File: src/design/pcg_pkg.sv
package pcg_pkg;

  // ----------------------------------------------------------------
  // bus geometry
  // ----------------------------------------------------------------
  localparam int ADDR_W   = 16;
  localparam int DATA_W   = 32;
  localparam int REG_W    = 8;
  localparam int NUM_REGS = 4;

  // ----------------------------------------------------------------
  // register indices; byte address is four times the index
  // ----------------------------------------------------------------
  localparam logic [ADDR_W-1:0] TIMER_GATES_IDX  = 16'h300c;
  localparam logic [ADDR_W-1:0] SYSTEM_GATES_IDX = 16'h300d;
  localparam logic [ADDR_W-1:0] SERIAL_GATES_IDX = 16'h300e;
  localparam logic [ADDR_W-1:0] ANALOG_GATES_IDX = 16'h300f;
  localparam logic [ADDR_W-1:0] TIMER_GATES_ADDR  = ADDR_W'(TIMER_GATES_IDX << 2);
  localparam logic [ADDR_W-1:0] SYSTEM_GATES_ADDR = ADDR_W'(SYSTEM_GATES_IDX << 2);
  localparam logic [ADDR_W-1:0] SERIAL_GATES_ADDR = ADDR_W'(SERIAL_GATES_IDX << 2);
  localparam logic [ADDR_W-1:0] ANALOG_GATES_ADDR = ADDR_W'(ANALOG_GATES_IDX << 2);

  // ----------------------------------------------------------------
  // reset values and implemented-bit masks, register 0 in the low byte
  // ----------------------------------------------------------------
  localparam logic [REG_W-1:0] TIMER_GATES_RESET  = 8'ha3;
  localparam logic [REG_W-1:0] SYSTEM_GATES_RESET = 8'h3c;
  localparam logic [REG_W-1:0] SERIAL_GATES_RESET = 8'h36;
  localparam logic [REG_W-1:0] ANALOG_GATES_RESET = 8'had;
  localparam logic [REG_W-1:0] TIMER_GATES_MASK   = 8'ha3;
  localparam logic [REG_W-1:0] SYSTEM_GATES_MASK  = 8'h3c;
  localparam logic [REG_W-1:0] SERIAL_GATES_MASK  = 8'h36;
  localparam logic [REG_W-1:0] ANALOG_GATES_MASK  = 8'had;

  localparam logic [NUM_REGS-1:0][REG_W-1:0] GATES_RESET = {
    ANALOG_GATES_RESET, SERIAL_GATES_RESET, SYSTEM_GATES_RESET, TIMER_GATES_RESET};
  localparam logic [NUM_REGS-1:0][REG_W-1:0] GATES_MASK = {
    ANALOG_GATES_MASK, SERIAL_GATES_MASK, SYSTEM_GATES_MASK, TIMER_GATES_MASK};

  // ----------------------------------------------------------------
  // field positions
  // ----------------------------------------------------------------
  localparam int FLEX_TIMER_B_BIT   = 7;
  localparam int FLEX_TIMER_A_BIT   = 5;
  localparam int MODULO_TIMER_BIT   = 1;
  localparam int RTC_BIT            = 0;
  localparam int DEBUG_UNIT_BIT     = 5;
  localparam int NONVOLATILE_BIT    = 4;
  localparam int IRQ_PRIORITY_BIT   = 3;
  localparam int CHECKSUM_BIT       = 2;
  localparam int SERIAL_PORT_B_BIT  = 5;
  localparam int SERIAL_PORT_A_BIT  = 4;
  localparam int SYNC_SERIAL_BIT    = 2;
  localparam int TWO_WIRE_BIT       = 1;
  localparam int COMPARATOR_BIT     = 7;
  localparam int CONVERTER_BIT      = 5;
  localparam int EXT_IRQ_BIT        = 3;
  localparam int TOUCH_SENSE_BIT    = 2;
  localparam int KEYBOARD_INT_BIT   = 0;

  // ----------------------------------------------------------------
  // register slots
  // ----------------------------------------------------------------
  localparam int TIMER_SLOT  = 0;
  localparam int SYSTEM_SLOT = 1;
  localparam int SERIAL_SLOT = 2;
  localparam int ANALOG_SLOT = 3;

endpackage

File: src/design/pcg_clock_gates.sv
`timescale 1ns/1ps

// Summary of operation
// - four byte gate registers, indices 300c-300f
// - reset loads first a3, second 3c
// - reset loads third 36, fourth ad
// - gate bit 0 stops, 1 delivers clock
// - first register bit 7 gates timer b
// - first register bit 5 gates timer a
// - bit 1 modulo timer, bit 0 rtc
// - reserved bits read zero, read-only
// - second reg: bit5 debug, bit4 nonvolatile
// - second reg: bit3 irq priority, bit2 checksum
// - third reg: serial a/b, sync serial, two-wire
// - fourth reg: comparator, converter, irq, touch, keyboard
module pcg_clock_gates (
  input  wire logic                        pclk,                    // bus clock
  input  wire logic                        presetn,                 // async reset, low
  input  wire logic                        psel,                    // apb select
  input  wire logic                        penable,                 // apb access phase
  input  wire logic                        pwrite,                  // apb direction
  input  wire logic [pcg_pkg::ADDR_W-1:0]  paddr,                   // apb byte address
  input  wire logic [pcg_pkg::DATA_W-1:0]  pwdata,                  // apb write data
  input  wire logic [3:0]                  pstrb,                   // apb byte strobes
  output logic      [pcg_pkg::DATA_W-1:0]  prdata,                  // apb read data
  output logic                             pready,                  // apb ready
  output logic                             pslverr,                 // apb error
  output logic                             flex_timer_b_gate,       // clock enable
  output logic                             flex_timer_a_gate,       // clock enable
  output logic                             modulo_timer_gate,       // clock enable
  output logic                             rtc_gate,                // clock enable
  output logic                             debug_unit_gate,         // clock enable
  output logic                             nonvolatile_ctrl_gate,   // clock enable
  output logic                             irq_priority_ctrl_gate,  // clock enable
  output logic                             checksum_gate,           // clock enable
  output logic                             serial_port_b_gate,      // clock enable
  output logic                             serial_port_a_gate,      // clock enable
  output logic                             sync_serial_gate,        // clock enable
  output logic                             two_wire_gate,           // clock enable
  output logic                             comparator_gate,         // clock enable
  output logic                             converter_gate,          // clock enable
  output logic                             ext_irq_gate,            // clock enable
  output logic                             touch_sense_gate,        // clock enable
  output logic                             keyboard_int_gate        // clock enable
);

  typedef struct packed {
    logic [pcg_pkg::DATA_W-1:0] rdata;
    logic                       err;
  } pcg_bus_s;

  pcg_bus_s state;
  pcg_bus_s next_state;

  logic [pcg_pkg::NUM_REGS-1:0]                     hit;
  logic [pcg_pkg::NUM_REGS-1:0]                     wr_en;
  logic [pcg_pkg::NUM_REGS-1:0][pcg_pkg::REG_W-1:0] gates;
  logic [pcg_pkg::REG_W-1:0]                        sel_data;
  logic                                             setup;
  logic                                             access;

  // ----------------------------------------------------------------
  // address decode
  // ----------------------------------------------------------------
  always_comb begin
    hit = '0;
    unique case (paddr)
      pcg_pkg::TIMER_GATES_ADDR:  hit[pcg_pkg::TIMER_SLOT]  = 1'b1;
      pcg_pkg::SYSTEM_GATES_ADDR: hit[pcg_pkg::SYSTEM_SLOT] = 1'b1;
      pcg_pkg::SERIAL_GATES_ADDR: hit[pcg_pkg::SERIAL_SLOT] = 1'b1;
      pcg_pkg::ANALOG_GATES_ADDR: hit[pcg_pkg::ANALOG_SLOT] = 1'b1;
      default:                    hit = '0;
    endcase
  end

  assign setup  = psel & ~penable;
  assign access = psel & penable;

  // ----------------------------------------------------------------
  // gate registers
  // ----------------------------------------------------------------
  // only the low byte lane carries data, so pstrb[0] qualifies the write
  genvar g;
  generate
    for (g = 0; g < pcg_pkg::NUM_REGS; g++) begin : g_reg
      assign wr_en[g] = access & pwrite & pstrb[0] & hit[g];
      pcg_gate_reg #(
        .RESET_VAL (pcg_pkg::GATES_RESET[g]),
        .BIT_MASK  (pcg_pkg::GATES_MASK[g])
      ) u_reg (
        .pclk    (pclk),
        .presetn (presetn),
        .wr_en   (wr_en[g]),
        .wr_data (pwdata[pcg_pkg::REG_W-1:0]),
        .value   (gates[g])
      );
    end
  endgenerate

  // ----------------------------------------------------------------
  // read path
  // ----------------------------------------------------------------
  // data captured in the setup cycle so prdata comes from a flop yet
  // the access phase still completes with no wait state
  always_comb begin
    sel_data = '0;
    for (int i = 0; i < pcg_pkg::NUM_REGS; i++) begin
      if (hit[i]) begin
        sel_data = gates[i];
      end
    end
  end

  always_comb begin
    next_state = state;
    if (setup) begin
      next_state.err   = ~(|hit);
      next_state.rdata = '0;
      if (!pwrite) begin
        next_state.rdata = {{(pcg_pkg::DATA_W - pcg_pkg::REG_W){1'b0}}, sel_data};
      end
    end
  end

  always_ff @(posedge pclk or negedge presetn) begin
    if (!presetn) begin
      state.rdata <= '0;
      state.err   <= 1'b0;
    end else begin
      state <= next_state;
    end
  end

  assign prdata  = state.rdata;
  assign pready  = 1'b1;
  assign pslverr = access & state.err;

  // ----------------------------------------------------------------
  // clock enables, straight from the register flops, so no decode
  // glitch reaches a downstream clock gate
  // ----------------------------------------------------------------
  assign flex_timer_b_gate      = gates[pcg_pkg::TIMER_SLOT][pcg_pkg::FLEX_TIMER_B_BIT];
  assign flex_timer_a_gate      = gates[pcg_pkg::TIMER_SLOT][pcg_pkg::FLEX_TIMER_A_BIT];
  assign modulo_timer_gate      = gates[pcg_pkg::TIMER_SLOT][pcg_pkg::MODULO_TIMER_BIT];
  assign rtc_gate               = gates[pcg_pkg::TIMER_SLOT][pcg_pkg::RTC_BIT];
  assign debug_unit_gate        = gates[pcg_pkg::SYSTEM_SLOT][pcg_pkg::DEBUG_UNIT_BIT];
  assign nonvolatile_ctrl_gate  = gates[pcg_pkg::SYSTEM_SLOT][pcg_pkg::NONVOLATILE_BIT];
  assign irq_priority_ctrl_gate = gates[pcg_pkg::SYSTEM_SLOT][pcg_pkg::IRQ_PRIORITY_BIT];
  assign checksum_gate          = gates[pcg_pkg::SYSTEM_SLOT][pcg_pkg::CHECKSUM_BIT];
  assign serial_port_b_gate     = gates[pcg_pkg::SERIAL_SLOT][pcg_pkg::SERIAL_PORT_B_BIT];
  assign serial_port_a_gate     = gates[pcg_pkg::SERIAL_SLOT][pcg_pkg::SERIAL_PORT_A_BIT];
  assign sync_serial_gate       = gates[pcg_pkg::SERIAL_SLOT][pcg_pkg::SYNC_SERIAL_BIT];
  assign two_wire_gate          = gates[pcg_pkg::SERIAL_SLOT][pcg_pkg::TWO_WIRE_BIT];
  assign comparator_gate        = gates[pcg_pkg::ANALOG_SLOT][pcg_pkg::COMPARATOR_BIT];
  assign converter_gate         = gates[pcg_pkg::ANALOG_SLOT][pcg_pkg::CONVERTER_BIT];
  assign ext_irq_gate           = gates[pcg_pkg::ANALOG_SLOT][pcg_pkg::EXT_IRQ_BIT];
  assign touch_sense_gate       = gates[pcg_pkg::ANALOG_SLOT][pcg_pkg::TOUCH_SENSE_BIT];
  assign keyboard_int_gate      = gates[pcg_pkg::ANALOG_SLOT][pcg_pkg::KEYBOARD_INT_BIT];

endmodule

File: src/design/pcg_gate_reg.sv
`timescale 1ns/1ps

module pcg_gate_reg #(
  parameter logic [7:0] RESET_VAL = 8'h00,
  parameter logic [7:0] BIT_MASK  = 8'hff
) (
  input  wire logic       pclk,      // bus clock
  input  wire logic       presetn,   // async reset, active low
  input  wire logic       wr_en,     // one-cycle write strobe
  input  wire logic [7:0] wr_data,   // byte to store
  output logic      [7:0] value      // stored gate bits
);

  typedef struct packed {
    logic [7:0] value;
  } pcg_gate_reg_s;

  pcg_gate_reg_s state;
  pcg_gate_reg_s next_state;

  // ----------------------------------------------------------------
  // storage
  // ----------------------------------------------------------------
  always_comb begin
    next_state = state;
    if (wr_en) begin
      next_state.value = wr_data & BIT_MASK;
    end
  end

  always_ff @(posedge pclk or negedge presetn) begin
    if (!presetn) begin
      state.value <= RESET_VAL;
    end else begin
      state <= next_state;
    end
  end

  assign value = state.value;

endmodule

File: config.mk
export PLATFORM = sky130hd
export DESIGN_NAME = pcg_clock_gates
export DESIGN_NICKNAME = d
export VERILOG_FILES = /design/src/design/pcg_pkg.sv /design/src/design/pcg_clock_gates.sv /design/src/design/pcg_gate_reg.sv
export SDC_FILE = /design/constraint.sdc
export NUM_CORES = 1
export LEC_CHECK = 0
export BUFFER_PORTS_ARGS = -buffer_cell sky130_fd_sc_hd__buf_2
export CORE_MARGIN = 2
export CORE_UTILIZATION = 40
export CTS_CLUSTER_SIZE = 40
export DETAILED_ROUTE_END_ITERATION = 7
export PLACE_DENSITY_LB_ADDON = 0.08
export SYNTH_ARGS = -nofsm -noshare
export SYNTH_HDL_FRONTEND = slang
export SYNTH_SLANG_ARGS = --single-unit
File: constraint.sdc
create_clock -name pclk -period 1.3 [get_ports pclk]
set_input_delay 0.325 -clock pclk [delete_from_list [all_inputs] [get_ports pclk]]
set_output_delay 0.325 -clock pclk [all_outputs]
set_load 0.05 [all_outputs]
; After elaboration in Yosys (flattened, before gate mapping)
; Cells that the tools add are included.
[totals]
regBits = 50
input_bits = 57
out_inout_bits = 51
word_cells = 31
[classes]
n_eq_ne = 4
muxes = 9
n_bitwise = 11
n_reduce_logical = 1
[ops]
columns = cell, n
row1 = equality test 16 bit (second input constant), 4
row2 = two-way mux 8 bit, 5
row3 = AND 1 bit, 9
row4 = two-way mux 1 bit, 4
row5 = OR reduction 4 bit, 1
row6 = inverter 1 bit, 2

; Logic depth before layout (Yosys ltp)
; Gate-level depths: netlist (run 1).
[logic_depth]
ltp_word = 7
mapped_depth = 5
depth_no_buf = 4

; By module
; Synthesis (run 1) repeated with hierarchy kept, for this count alone.
[unflattened]
cells_unflattened = 151
area_unflattened_um2 = 1751.7
[by_module_without_submodules]
columns = module, n_inst, cells_per_inst, area_per_inst_um2, seq_area_each_um2
row1 = pcg_clock_gates, 1, 98, 985.9, 225.2
row2 = pcg_gate_reg (g_reg[0].u_reg ...), 3, 13, 183.9, 105.1
row3 = pcg_gate_reg (g_reg[3].u_reg), 1, 14, 214.0, 131.4

; Worst setup path after synthesis (run 1)
; No wires, ideal clock.
[synth_timing]
path_type = input to register
start = input port paddr[9] in the netlist's numbering
end = register, netlist name g_reg[0].u_reg.value[0]
setup_ns = 0.085
arrival_ns = 1.783
required_ns = 1.215
setup_slack_ns = -0.568
stages = 4
path_buffers = 0
path_cell_list = or4_4 > or2_4 > nor4_4 > mux2_1
[synth_via]
elab_chain_len = 3
[synth_lines]
columns = item, line
row1 = "start, declared", pcg_clock_gates.sv:22  ; input wire logic [pcg_pkg::ADDR_W-1:0] paddr,
row2 = equality test 16 bit, pcg_clock_gates.sv:67  ; unique case (paddr)
row3 = two-way mux 1 bit, pcg_clock_gates.sv:67
row4 = AND 1 bit, pcg_clock_gates.sv:86  ; assign wr_en[g] = access & pwrite & pstrb[0] & hit[g];
; Every way passes these cells.
; A chain may end at the register's enable or synchronous reset.

; Final worst setup path (run 1)
[layout_timing]
start = input port paddr[10] in the netlist's numbering
end = register, netlist name g_reg[0].u_reg.value[7]
[layout_via]
elab_chain_len = 3
[layout_lines]
columns = item, line
row1 = equality test 16 bit, pcg_clock_gates.sv:67
row2 = two-way mux 1 bit, pcg_clock_gates.sv:67
row3 = AND 1 bit, pcg_clock_gates.sv:86
; Every way passes these cells.

==> impl_metrics.tcl, run 1 <==
set metrics [dict create \
    status "complete, but fails checks" \
    violations "setup timing" \
    synth_top_area_frac 0.301 \
    die_x_microns 64.9 \
    place_ws_ps -782 \
    cts_max_level 1 \
    reg2reg_slack_ps 30 \
    synth-adder-area-share 0 \
    fin_crit_sh 1.26 \
    yosys_warnings 0 \
    area.growth.synth_to_final_pct 47.2 \
    drive_gt1_frac 0.665 \
    synthSimpleGateAreaFrac 0.145 \
    antenna_found_initial 0 \
    synth_top_area_cell "dfstp_2" \
    fmax_mhz 612 \
    synthXorXnorAreaFrac 0 \
    ys.flop_type "dfstp_2" \
    port_buffers 53 \
    synth_compound_area_frac 0.0658 \
    first_global_vias 1163 \
    synthTopCellsByCount "buf_4 (33), dfstp_2 (17), mux2_2 (12), nand2_1 (9)" \
    clock_sinks 25 \
    antenna_cells 0 \
    synth-seq-cells 25 \
    drc 0 \
    drt_iter0_markers 14 \
    slowest_stage "or4_4" \
    seq_area_frac_synth 0.436 \
    vias 1164 \
    hold_violations 0 \
    wl_mm 3.38 \
    yosys-mux-area-fraction 0.159 \
    fin_crit_ps 1630 \
    cts_root_buffer "clkbuf_8" \
    setup_slack_ps -335 \
    num_io_pins 108 \
    path_max_fanout 4 \
    drv_cap 0 \
    netlist_area_sq_um 1480 \
    synth_top_family_by_area "buffers and inverters" \
    drtAntennaViolNets 0 \
    path_clk_slew_ps 100 \
    via_per_inst 4.64 \
    tightestPinTransition_ps 540 \
    synth_area_leaders "dfstp_2 (30%), buf_4 (17%), dfrtp_1 (13%)" \
    slew_headroom 0.640 \
    clock_latency_ps 280 \
    synthArstFlopShare 1.00 \
    postSynthAreaPerCell_sq_um 11.0 \
    slew_violations 0 \
    hp-class "primary input to asynchronous set/reset pin" \
    cp_num_buf_inv 2 \
    cts_buffer_depth 2 \
    reg2reg_depth 5 \
    synth.distinct_cells 29 \
    start_kind "primary input" \
    synth-edff-count 0 \
    worstPathRequired_ps 1520 \
    dp_hpwl_mm 2.38 \
    path_class "primary input to register" \
    cp-end-kind "register" \
    core_area_sq_um 3610 \
    pwr_density_cell_nw_per_um2 734 \
    cp_top_family "simple AND/OR/NAND/NOR gates" \
    grt_max_degree 26 \
    cts_tree "built" \
    drt-wirelength-per-cell_microns 13.5 \
    regToRegStartpoint "g_reg[2].u_reg.value[2]" \
    path_cells "buf_6 > or4_4 > or2_4 > nor4_4 > buf_4 > mux2_4" \
    setup_viol 41 \
    rsz0062_at_grt "yes" \
    final_nets 261 \
    track_usage 0.172 \
    critPathMaxStageDelay_ps 530 \
    cp.arrival_ps 1850 \
    fin_skew_ps 1.41 \
    gp_congestion 0.698 \
    grt_first_pass_wirelength_mm 5.47 \
    synth_most_common_cell "buf_4" \
    die-area_sq_um 4210 \
    r2r-end "prdata[2]" \
    leakagePower_nw 1.04 \
    num_rows 22 \
    firstDrtPassIters 4 \
    grt_overflow_total 0 \
    die_h_microns 64.9 \
    total_power_w 0.00160 \
    cts_buffers 3 \
    synthCells 135 \
    postCtsHoldBufs 0 \
    start_util 0.412 \
    peakVddDrop_v 0.000468 \
]
-- final cells by class --
cell class              count  area [sq um]
flip-flops and latches     25           647
clock inverters             1          8.76
fillers                   327          1420
repair buffers             78           647
clock buffers               3          41.3
multi-input cells          94           773
inverters                   2          7.51
well taps                  48          60.1
-- what timing repair did --
item,CTS,global route
gates resized for setup,72,10
pin swaps,8,2
setup buffers,14,0
setup endpoints to repair,42,42
-- worst reg2reg max path: cells and delay by family, from the launching register on --
family	cells	cell delay, ps
flops	1	560
compound gates	4	540
buf+inv	1	110
-- per-stage QoR --
stage | setup TNS [ps] | cell area, sq um | hold slack, ps | utilization | std cells
2_1_floorplan | -9940 | 1590 | 29.4 | - | 159
5_1_grt | -7730 | 2180 | 39.8 | 0.606 | 251
4_1_cts | -6250 | 2130 | 17.6 | 0.591 | 251
3_3_place_gp | -15680 | 1720 | 333 | 0.476 | 233
6_report | -6410 | 2180 | 11.0 | 0.606 | 251
3_5_place_dp | -16180 | 1720 | 333 | 0.476 | 233
-- worst max path at each step --
stage	startpoint	endpoint	slack, ps	cells after the start
finish	paddr[10]	g_reg[0].u_reg.value[7]	-330	6
CTS	paddr[10]	g_reg[1].u_reg.value[4]	-310	6
detailed placement	paddr[9]	g_reg[1].u_reg.value[4]	-780	5
global route	paddr[10]	g_reg[0].u_reg.value[7]	-370	6
global placement	paddr[9]	g_reg[1].u_reg.value[3]	-740	5
floorplan	paddr[9]	g_reg[0].u_reg.value[0]	-570	4
-- state kept, by name (all words and copies together), names as in the netlist --
| signal | count |
|---|---|
| g.u_reg.value | 17 |
| prdata | 7 |
| state | 1 |
-- placed cells by master (no fill, tap or decap), types with 4 or more instances in the layout --
cell type | Yosys | final
buf_2 | 0 | 34
conb_1 | 2 | 26
buf_4 | 33 | 22
dfstp_2 | 17 | 17
buf_8 | 0 | 17
mux2_4 | 0 | 12
nand2_1 | 9 | 9
mux2_2 | 12 | 8
dfrtp_1 | 8 | 8
buf_6 | 1 | 5
a21oi_1 | 4 | 4
o31ai_2 | 0 | 4
-- per-layer routing --
metal | vias to the layer above | track usage | wire, microns
met4 | 0 | 0.109 | 118
met3 | 12 | 0.0434 | 237
met2 | 52 | 0.273 | 1690
li1 | 546 | - | -
met5 | - | 0 | 0
met1 | 554 | 0.206 | 1340
-- power by group --
group	internal, W	switching, W
Clock	0.000226	0.000287
Combinational	0.0000672	0.000244
Sequential	0.000780	0.0000000309
Total	0.00107	0.000531
-- logic make-up after synthesis --
group                  Yosys count
AOI/OAI and AO/OA               15
buffers and inverters           40
DFF                             25
muxes                           21
other                            2
and+or+nand+nor                 32
(Power assumes the default switching activity.)
==> run 2, diff against run 1 <==
--- a/config.mk
+++ b/config.mk
@@ -6,8 +6,11 @@
 export NUM_CORES = 1
 export LEC_CHECK = 0
 export BUFFER_PORTS_ARGS = -buffer_cell sky130_fd_sc_hd__buf_2
+export CELL_PAD_IN_SITES_DETAIL_PLACEMENT = 2
+export CELL_PAD_IN_SITES_GLOBAL_PLACEMENT = 2
 export CORE_MARGIN = 2
-export CORE_UTILIZATION = 40
+export CORE_UTILIZATION = 23
+export CTS_BUF_LIST = sky130_fd_sc_hd__clkbuf_4 sky130_fd_sc_hd__clkbuf_8
 export CTS_CLUSTER_SIZE = 40
 export DETAILED_ROUTE_END_ITERATION = 7
 export PLACE_DENSITY_LB_ADDON = 0.08
==> run 2 against run 1 <==
Highest routed layer unchanged. Critical path type unchanged. Setup slack got worse by 15 ps. Global-route usage decreased by 5.1 points. Final cell count increased by 15%. Critical path depth unchanged. Critical endpoint is now g_reg[1].u_reg.value[2]. Non-clock buffer count increased by 9. Clock power decreased by 6.0%. Fmax decreased by 0.90%. Combinational power increased by 13%. Clock-buffer cell count unchanged. Design area increased by 8.2%. The flow still finishes with violations (setup timing). First-iteration DRC count increased by 21%.
==> impl_metrics.tcl, run 2 (synthesis gave the netlist of run 1 again) <==
set metrics [dict create \
    status "complete, but fails checks" \
    violations "setup timing" \
    drc 0 \
    peakVddDrop_v 0.000370 \
    drive_gt1_frac 0.689 \
    gp_congestion 0.719 \
    clock_latency_ps 280 \
    cp_top_family "simple AND/OR/NAND/NOR gates" \
    tns_ps -6780 \
    cp-end-kind "register" \
    track_usage 0.120 \
    pwr_density_cell_nw_per_um2 682 \
    num_rows 29 \
    path_class "primary input to register" \
    leakagePower_nw 1.11 \
    fin_crit_sh 1.27 \
    die-area_sq_um 7110 \
    cts_max_level 1 \
    reg2reg_slack_ps -120 \
    port_buffers 53 \
    setup_viol 41 \
    final_nets 270 \
    path_max_fanout 4 \
    slew_violations 0 \
    drv_cap 0 \
    die_x_microns 84.3 \
    via_per_inst 4.12 \
    hp-class "primary input to asynchronous set/reset pin" \
    grt_max_degree 26 \
    total_power_w 0.00161 \
    final_common_cell "buf_2" \
    multi_input_area_sq_um 827 \
    cp_num_buf_inv 2 \
    critPathMaxStageDelay_ps 530 \
    cts_tree "built" \
    num_io_pins 108 \
    die_h_microns 84.3 \
    vias 1191 \
    cts_buffers 3 \
    worstPathRequired_ps 1510 \
    grt_first_pass_wirelength_mm 6.82 \
    cts_root_buffer "clkbuf_8" \
    r2r-end "prdata[5]" \
    cp.arrival_ps 1860 \
    wl_mm 4.47 \
    final-seq-area_sq_um 647 \
    largest_reg_flops 17 \
    placed_area_sq_um 1800 \
    cpMostUsedCell "buf_6" \
    rsz0062_at_grt "yes" \
    setup_slack_ps -350 \
    layout_common_cells "buf_2 (33), buf_4 (29), conb_1 (26), dfstp_2 (17), buf_8 (17)" \
    postCtsHoldBufs 0 \
    fin_skew_ps 3.12 \
    path_clk_slew_ps 90 \
    design_area_sq_um 2360 \
    fin_crit_ps 1650 \
    antenna_cells 0 \
    fmax_mhz 606 \
    regToRegStartpoint "g_reg[1].u_reg.value[5]" \
    hold_ws_ps 24.5 \
    start_util 0.236 \
    slew_headroom 0.634 \
    antenna_found_initial 0 \
    top_register "g.u_reg.value" \
    dp_hpwl_mm 3.24 \
    fillCellCount 691 \
    drt_iter0_markers 17 \
    firstDrtPassIters 2 \
    first_global_vias 1315 \
    drtAntennaViolNets 0 \
    area.growth.synth_to_final_pct 59.3 \
    drt-wirelength-per-cell_microns 15.5 \
    clock_sinks 25 \
    reg2reg_depth 4 \
    path_cells "buf_6 > or4_4 > or2_4 > nor4_4 > buf_6 > mux2_4" \
    core_area_sq_um 6280 \
    slowest_stage "or4_4" \
    grt_overflow_total 0 \
    place_ws_ps -805 \
    tightestPinTransition_ps 549 \
    cts_buffer_depth 2 \
    hold_violations 0 \
    start_kind "primary input" \
]
run 2: cell count changes in the layout (fill, tap and decap cells not counted), sizes merged:
cell      change
buf           +9
clkinvlp      +1
inv           -1
run 2: cell type report:
type                            count  area share
Multi-Input combinational cell     94       0.350
Clock buffer                        3      0.0175
Sequential cell                    25       0.274
Tap cell                           77      0.0408
Inverter                            2     0.00318
Clock inverter                      1     0.00318
Timing Repair Buffer               87       0.312
run 2: worst reg2reg max path, cell delays in order (launching register included):
cell     delay [ps]
dfstp_2         400
buf_4           140
mux2_2          260
o21ai_0         410
o31ai_4         110
run 2: power by group:
group	internal (W)	total, W	switching (W)	leakage (nW)
logic	0.0000888	0.000350	0.000261	0.808
registers	0.000780	0.000780	0.0000000305	0.282
clock network	0.000218	0.000482	0.000264	0.0217
run 2: how the worst max path moves through the flow:
stage	endpoint	start	slack, ps	cells after the start
CTS	g_reg[0].u_reg.value[7]	paddr[10]	-320	6
finish	g_reg[1].u_reg.value[2]	paddr[10]	-350	6
floorplan	g_reg[0].u_reg.value[0]	paddr[9]	-570	4
detailed placement	g_reg[1].u_reg.value[5]	paddr[9]	-800	5
global route	g_reg[1].u_reg.value[2]	paddr[10]	-390	6
global placement	g_reg[1].u_reg.value[3]	paddr[9]	-750	5
run 2: routing by layer:
metal  global-route usage  vias up  routed length (microns)
met5                    0        -                        0
met4               0.0176        0                       14
met3               0.0344        2                      242
met2                0.211       34                     2460
met1                0.150      593                     1760
li1                     -      562                        -
run 2: what timing repair did:
item | in CTS | in global routing
setup endpoints to repair | 42 | 42
buffers inserted | 17 | 1
gates resized for setup | 77 | 14
pin swaps | 9 | 3
gates cloned | 0 | 0
run 2: per-stage QoR:
stage	cells	util
floorplan	159	-
global placement	267	0.287
detailed placement	267	0.287
CTS	288	0.359
global route	289	0.377
finish	289	0.377
==> run 3, diff against run 2 <==
--- a/config.mk
+++ b/config.mk
@@ -9,11 +9,12 @@
 export CELL_PAD_IN_SITES_DETAIL_PLACEMENT = 2
 export CELL_PAD_IN_SITES_GLOBAL_PLACEMENT = 2
 export CORE_MARGIN = 2
-export CORE_UTILIZATION = 23
+export CORE_UTILIZATION = 25
 export CTS_BUF_LIST = sky130_fd_sc_hd__clkbuf_4 sky130_fd_sc_hd__clkbuf_8
 export CTS_CLUSTER_SIZE = 40
 export DETAILED_ROUTE_END_ITERATION = 7
 export PLACE_DENSITY_LB_ADDON = 0.08
 export SYNTH_ARGS = -nofsm -noshare
 export SYNTH_HDL_FRONTEND = slang
+export SYNTH_HIERARCHICAL = 1
 export SYNTH_SLANG_ARGS = --single-unit
==> run 3 against run 2 <==
The flow still finishes with violations (setup timing). Highest routed layer unchanged. Die area increased by 8.2%. Power grew 8.3%. Area after synthesis is 18% higher. Critical endpoint is now g_reg[2].u_reg/value[2]. Fmax grew 12%. Routed wire length is 3.5% higher.
==> impl_metrics.tcl, run 3 <==
set metrics [dict create \
    fin_skew_ps 1.88 \
    largest_reg_flops 17 \
    port_buffers 54 \
    die-area_sq_um 7690 \
    pwr_density_cell_nw_per_um2 646 \
    synth_area_leaders "dfstp_2 (26%), buf_4 (21%), dfrtp_1 (13%)" \
    violations "setup timing" \
    top_layer "met4" \
    status "complete, but fails checks" \
    die_x_microns 87.7 \
    num_io_pins 108 \
    synth.distinct_cells 22 \
    gp_congestion 0.695 \
    grt_first_pass_wirelength_mm 7.30 \
    worstPathRequired_ps 1510 \
    crit_end "g_reg[2].u_reg/value[2]" \
    synth-edff-count 0 \
    drv_cap 0 \
    route.met3.wl_microns 243 \
    slew_violations 0 \
    hold_ws_ps 54.1 \
    setup_slack_ps -177 \
    slew_headroom 0.575 \
    postCtsHoldBufs 0 \
    cts_buffer_depth 2 \
    yosys_warnings 6 \
    rsz0062_at_grt "yes" \
    synthTopCellsByCount "buf_4 (48), mux2_2 (18), dfstp_2 (17), inv_1 (10)" \
    synth-adder-area-share 0 \
    critPathLaunch "paddr[8]" \
    fmax_mhz 677 \
    drtAntennaViolNets 0 \
    design_area_sq_um 2700 \
    first_global_vias 1409 \
    cts_buffers 3 \
    path_clk_slew_ps 100 \
    synthCells 151 \
    synth_top_area_cell "dfstp_2" \
    drc 0 \
    drt_iter0_markers 12 \
    hp-class "primary input to asynchronous set/reset pin" \
    synthXorXnorAreaFrac 0 \
    ys.flop_type "dfstp_2" \
    area.growth.synth_to_final_pct 54.3 \
    firstDrtPassIters 2 \
    total_power_w 0.00175 \
    cts_root_buffer "clkbuf_8" \
    placed_area_sq_um 2090 \
    grt_overflow_total 0 \
    cp-end-kind "register" \
    top_register "g.u_reg/value" \
    hold_violations 0 \
    path_max_fanout 4 \
    clock_latency_ps 270 \
    wl_met1_mm 1.85 \
    synth-seq-cells 26 \
    leakagePower_nw 1.25 \
    path_class "primary input to register" \
    antenna_cells 0 \
    place_ws_ps -551 \
    wl_mm 4.63 \
    final_nets 286 \
    critPathMaxStageDelay_ps 330 \
    synth_compound_area_frac 0.0343 \
    reg2reg_depth 4 \
    antenna_found_initial 0 \
    clock_sinks 26 \
    drive_gt1_frac 0.715 \
    vias 1268 \
    tightestPinTransition_ps 638 \
    cts_tree "built" \
    die_h_microns 87.7 \
    peakVddDrop_v 0.000310 \
    setup_viol 34 \
    layout_common_cells "conb_1 (40), buf_2 (32), buf_4 (24), buf_8 (18)" \
    synth_top_family_by_area "buffers and inverters" \
    drt-wirelength-per-cell_microns 14.3 \
    track_usage 0.123 \
    cp.arrival_ps 1690 \
    via_per_inst 3.91 \
    synth_top_area_frac 0.255 \
    slowest_stage "nor4_4" \
    synth_most_common_cell "buf_4" \
    fillCellCount 714 \
    r2r-end "prdata[5]" \
    seq_area_frac_synth 0.384 \
    fin_crit_sh 1.14 \
    start_util 0.258 \
    synthArstFlopShare 1.00 \
    path_cells "buf_6 > nor4_4 > nand3_4 > nor4_4 > buf_6 > mux2_4" \
    num_rows 30 \
    postSynthAreaPerCell_sq_um 11.6 \
    dp_hpwl_mm 3.44 \
    wl_met2_mm 2.51 \
    final_common_cell "conb_1" \
    fin_crit_ps 1480 \
    grt_max_degree 27 \
    regToRegStartpoint "g_reg[3].u_reg/value[5]" \
    start_kind "primary input" \
    netlist_area_sq_um 1750 \
    cts_max_level 1 \
    core_area_sq_um 6790 \
    yosys-mux-area-fraction 0.219 \
    reg2reg_slack_ps 30 \
    synthSimpleGateAreaFrac 0.101 \
]
-- run 3: through the flow --
stage	setup TNS, ps	std cells	util
floorplan	-5410	185	-
global placement	-10570	300	0.308
detailed placement	-10910	300	0.308
CTS	-3150	323	0.378
global route	-4620	324	0.398
finish	-2880	324	0.398
-- run 3: worst max-delay path: cells and delay by family --
kind / cells / cell delay, ps
buffers and inverters: 2 / 260
multiplexers: 1 / 300
AND/OR/NAND/NOR: 3 / 800
-- run 3: repair_timing --
item                       CTS  global route
pin swaps                    9             5
gates resized for setup     77            30
cloned                       0             0
setup endpoints to repair   37            42
setup buffers               19             1
hold endpoints to repair     0             0
-- run 3: how the worst min path moves through the flow --
stage | to | slack (ps) | cells after the start
after floorplan | prdata[0] | 30 | 0
after global placement | prdata[5] | 370 | 1
after detailed placement | state[0] | 380 | 1
after CTS | prdata[1] | 70 | 1
after global routing | prdata[4] | 80 | 1
final | prdata[5] | 50 | 1
-- run 3: per-layer routing --
metal  global-route usage  vias up
met4               0.0252        0
li1                     -      579
met1                0.153      639
met2                0.220       46
met5                    0        -
met3               0.0264        4
-- run 3: final cells by class --
type,count,area [sq um],share of cell area
repair buffers,91,820,0.303
flip-flops and latches,26,672,0.249
inverters,10,37.5,0.0139
well taps,96,120,0.0444
multi-input cells,97,998,0.369
clock buffers,4,55.1,0.0204
-- run 3: logic make-up after synthesis --
kind of cell / count (synthesis)
DFF: 26
muxes: 26
other: 6
buffers and inverters: 62
AOI/OAI and AO/OA: 8
and+or+nand+nor: 23
-- run 3: report_power, final --
part,switching [W],internal [W],total [W]
clock,0.000273,0.000271,0.000545
combinational,0.000278,0.000112,0.000390
sequential,0.0000000339,0.000811,0.000811
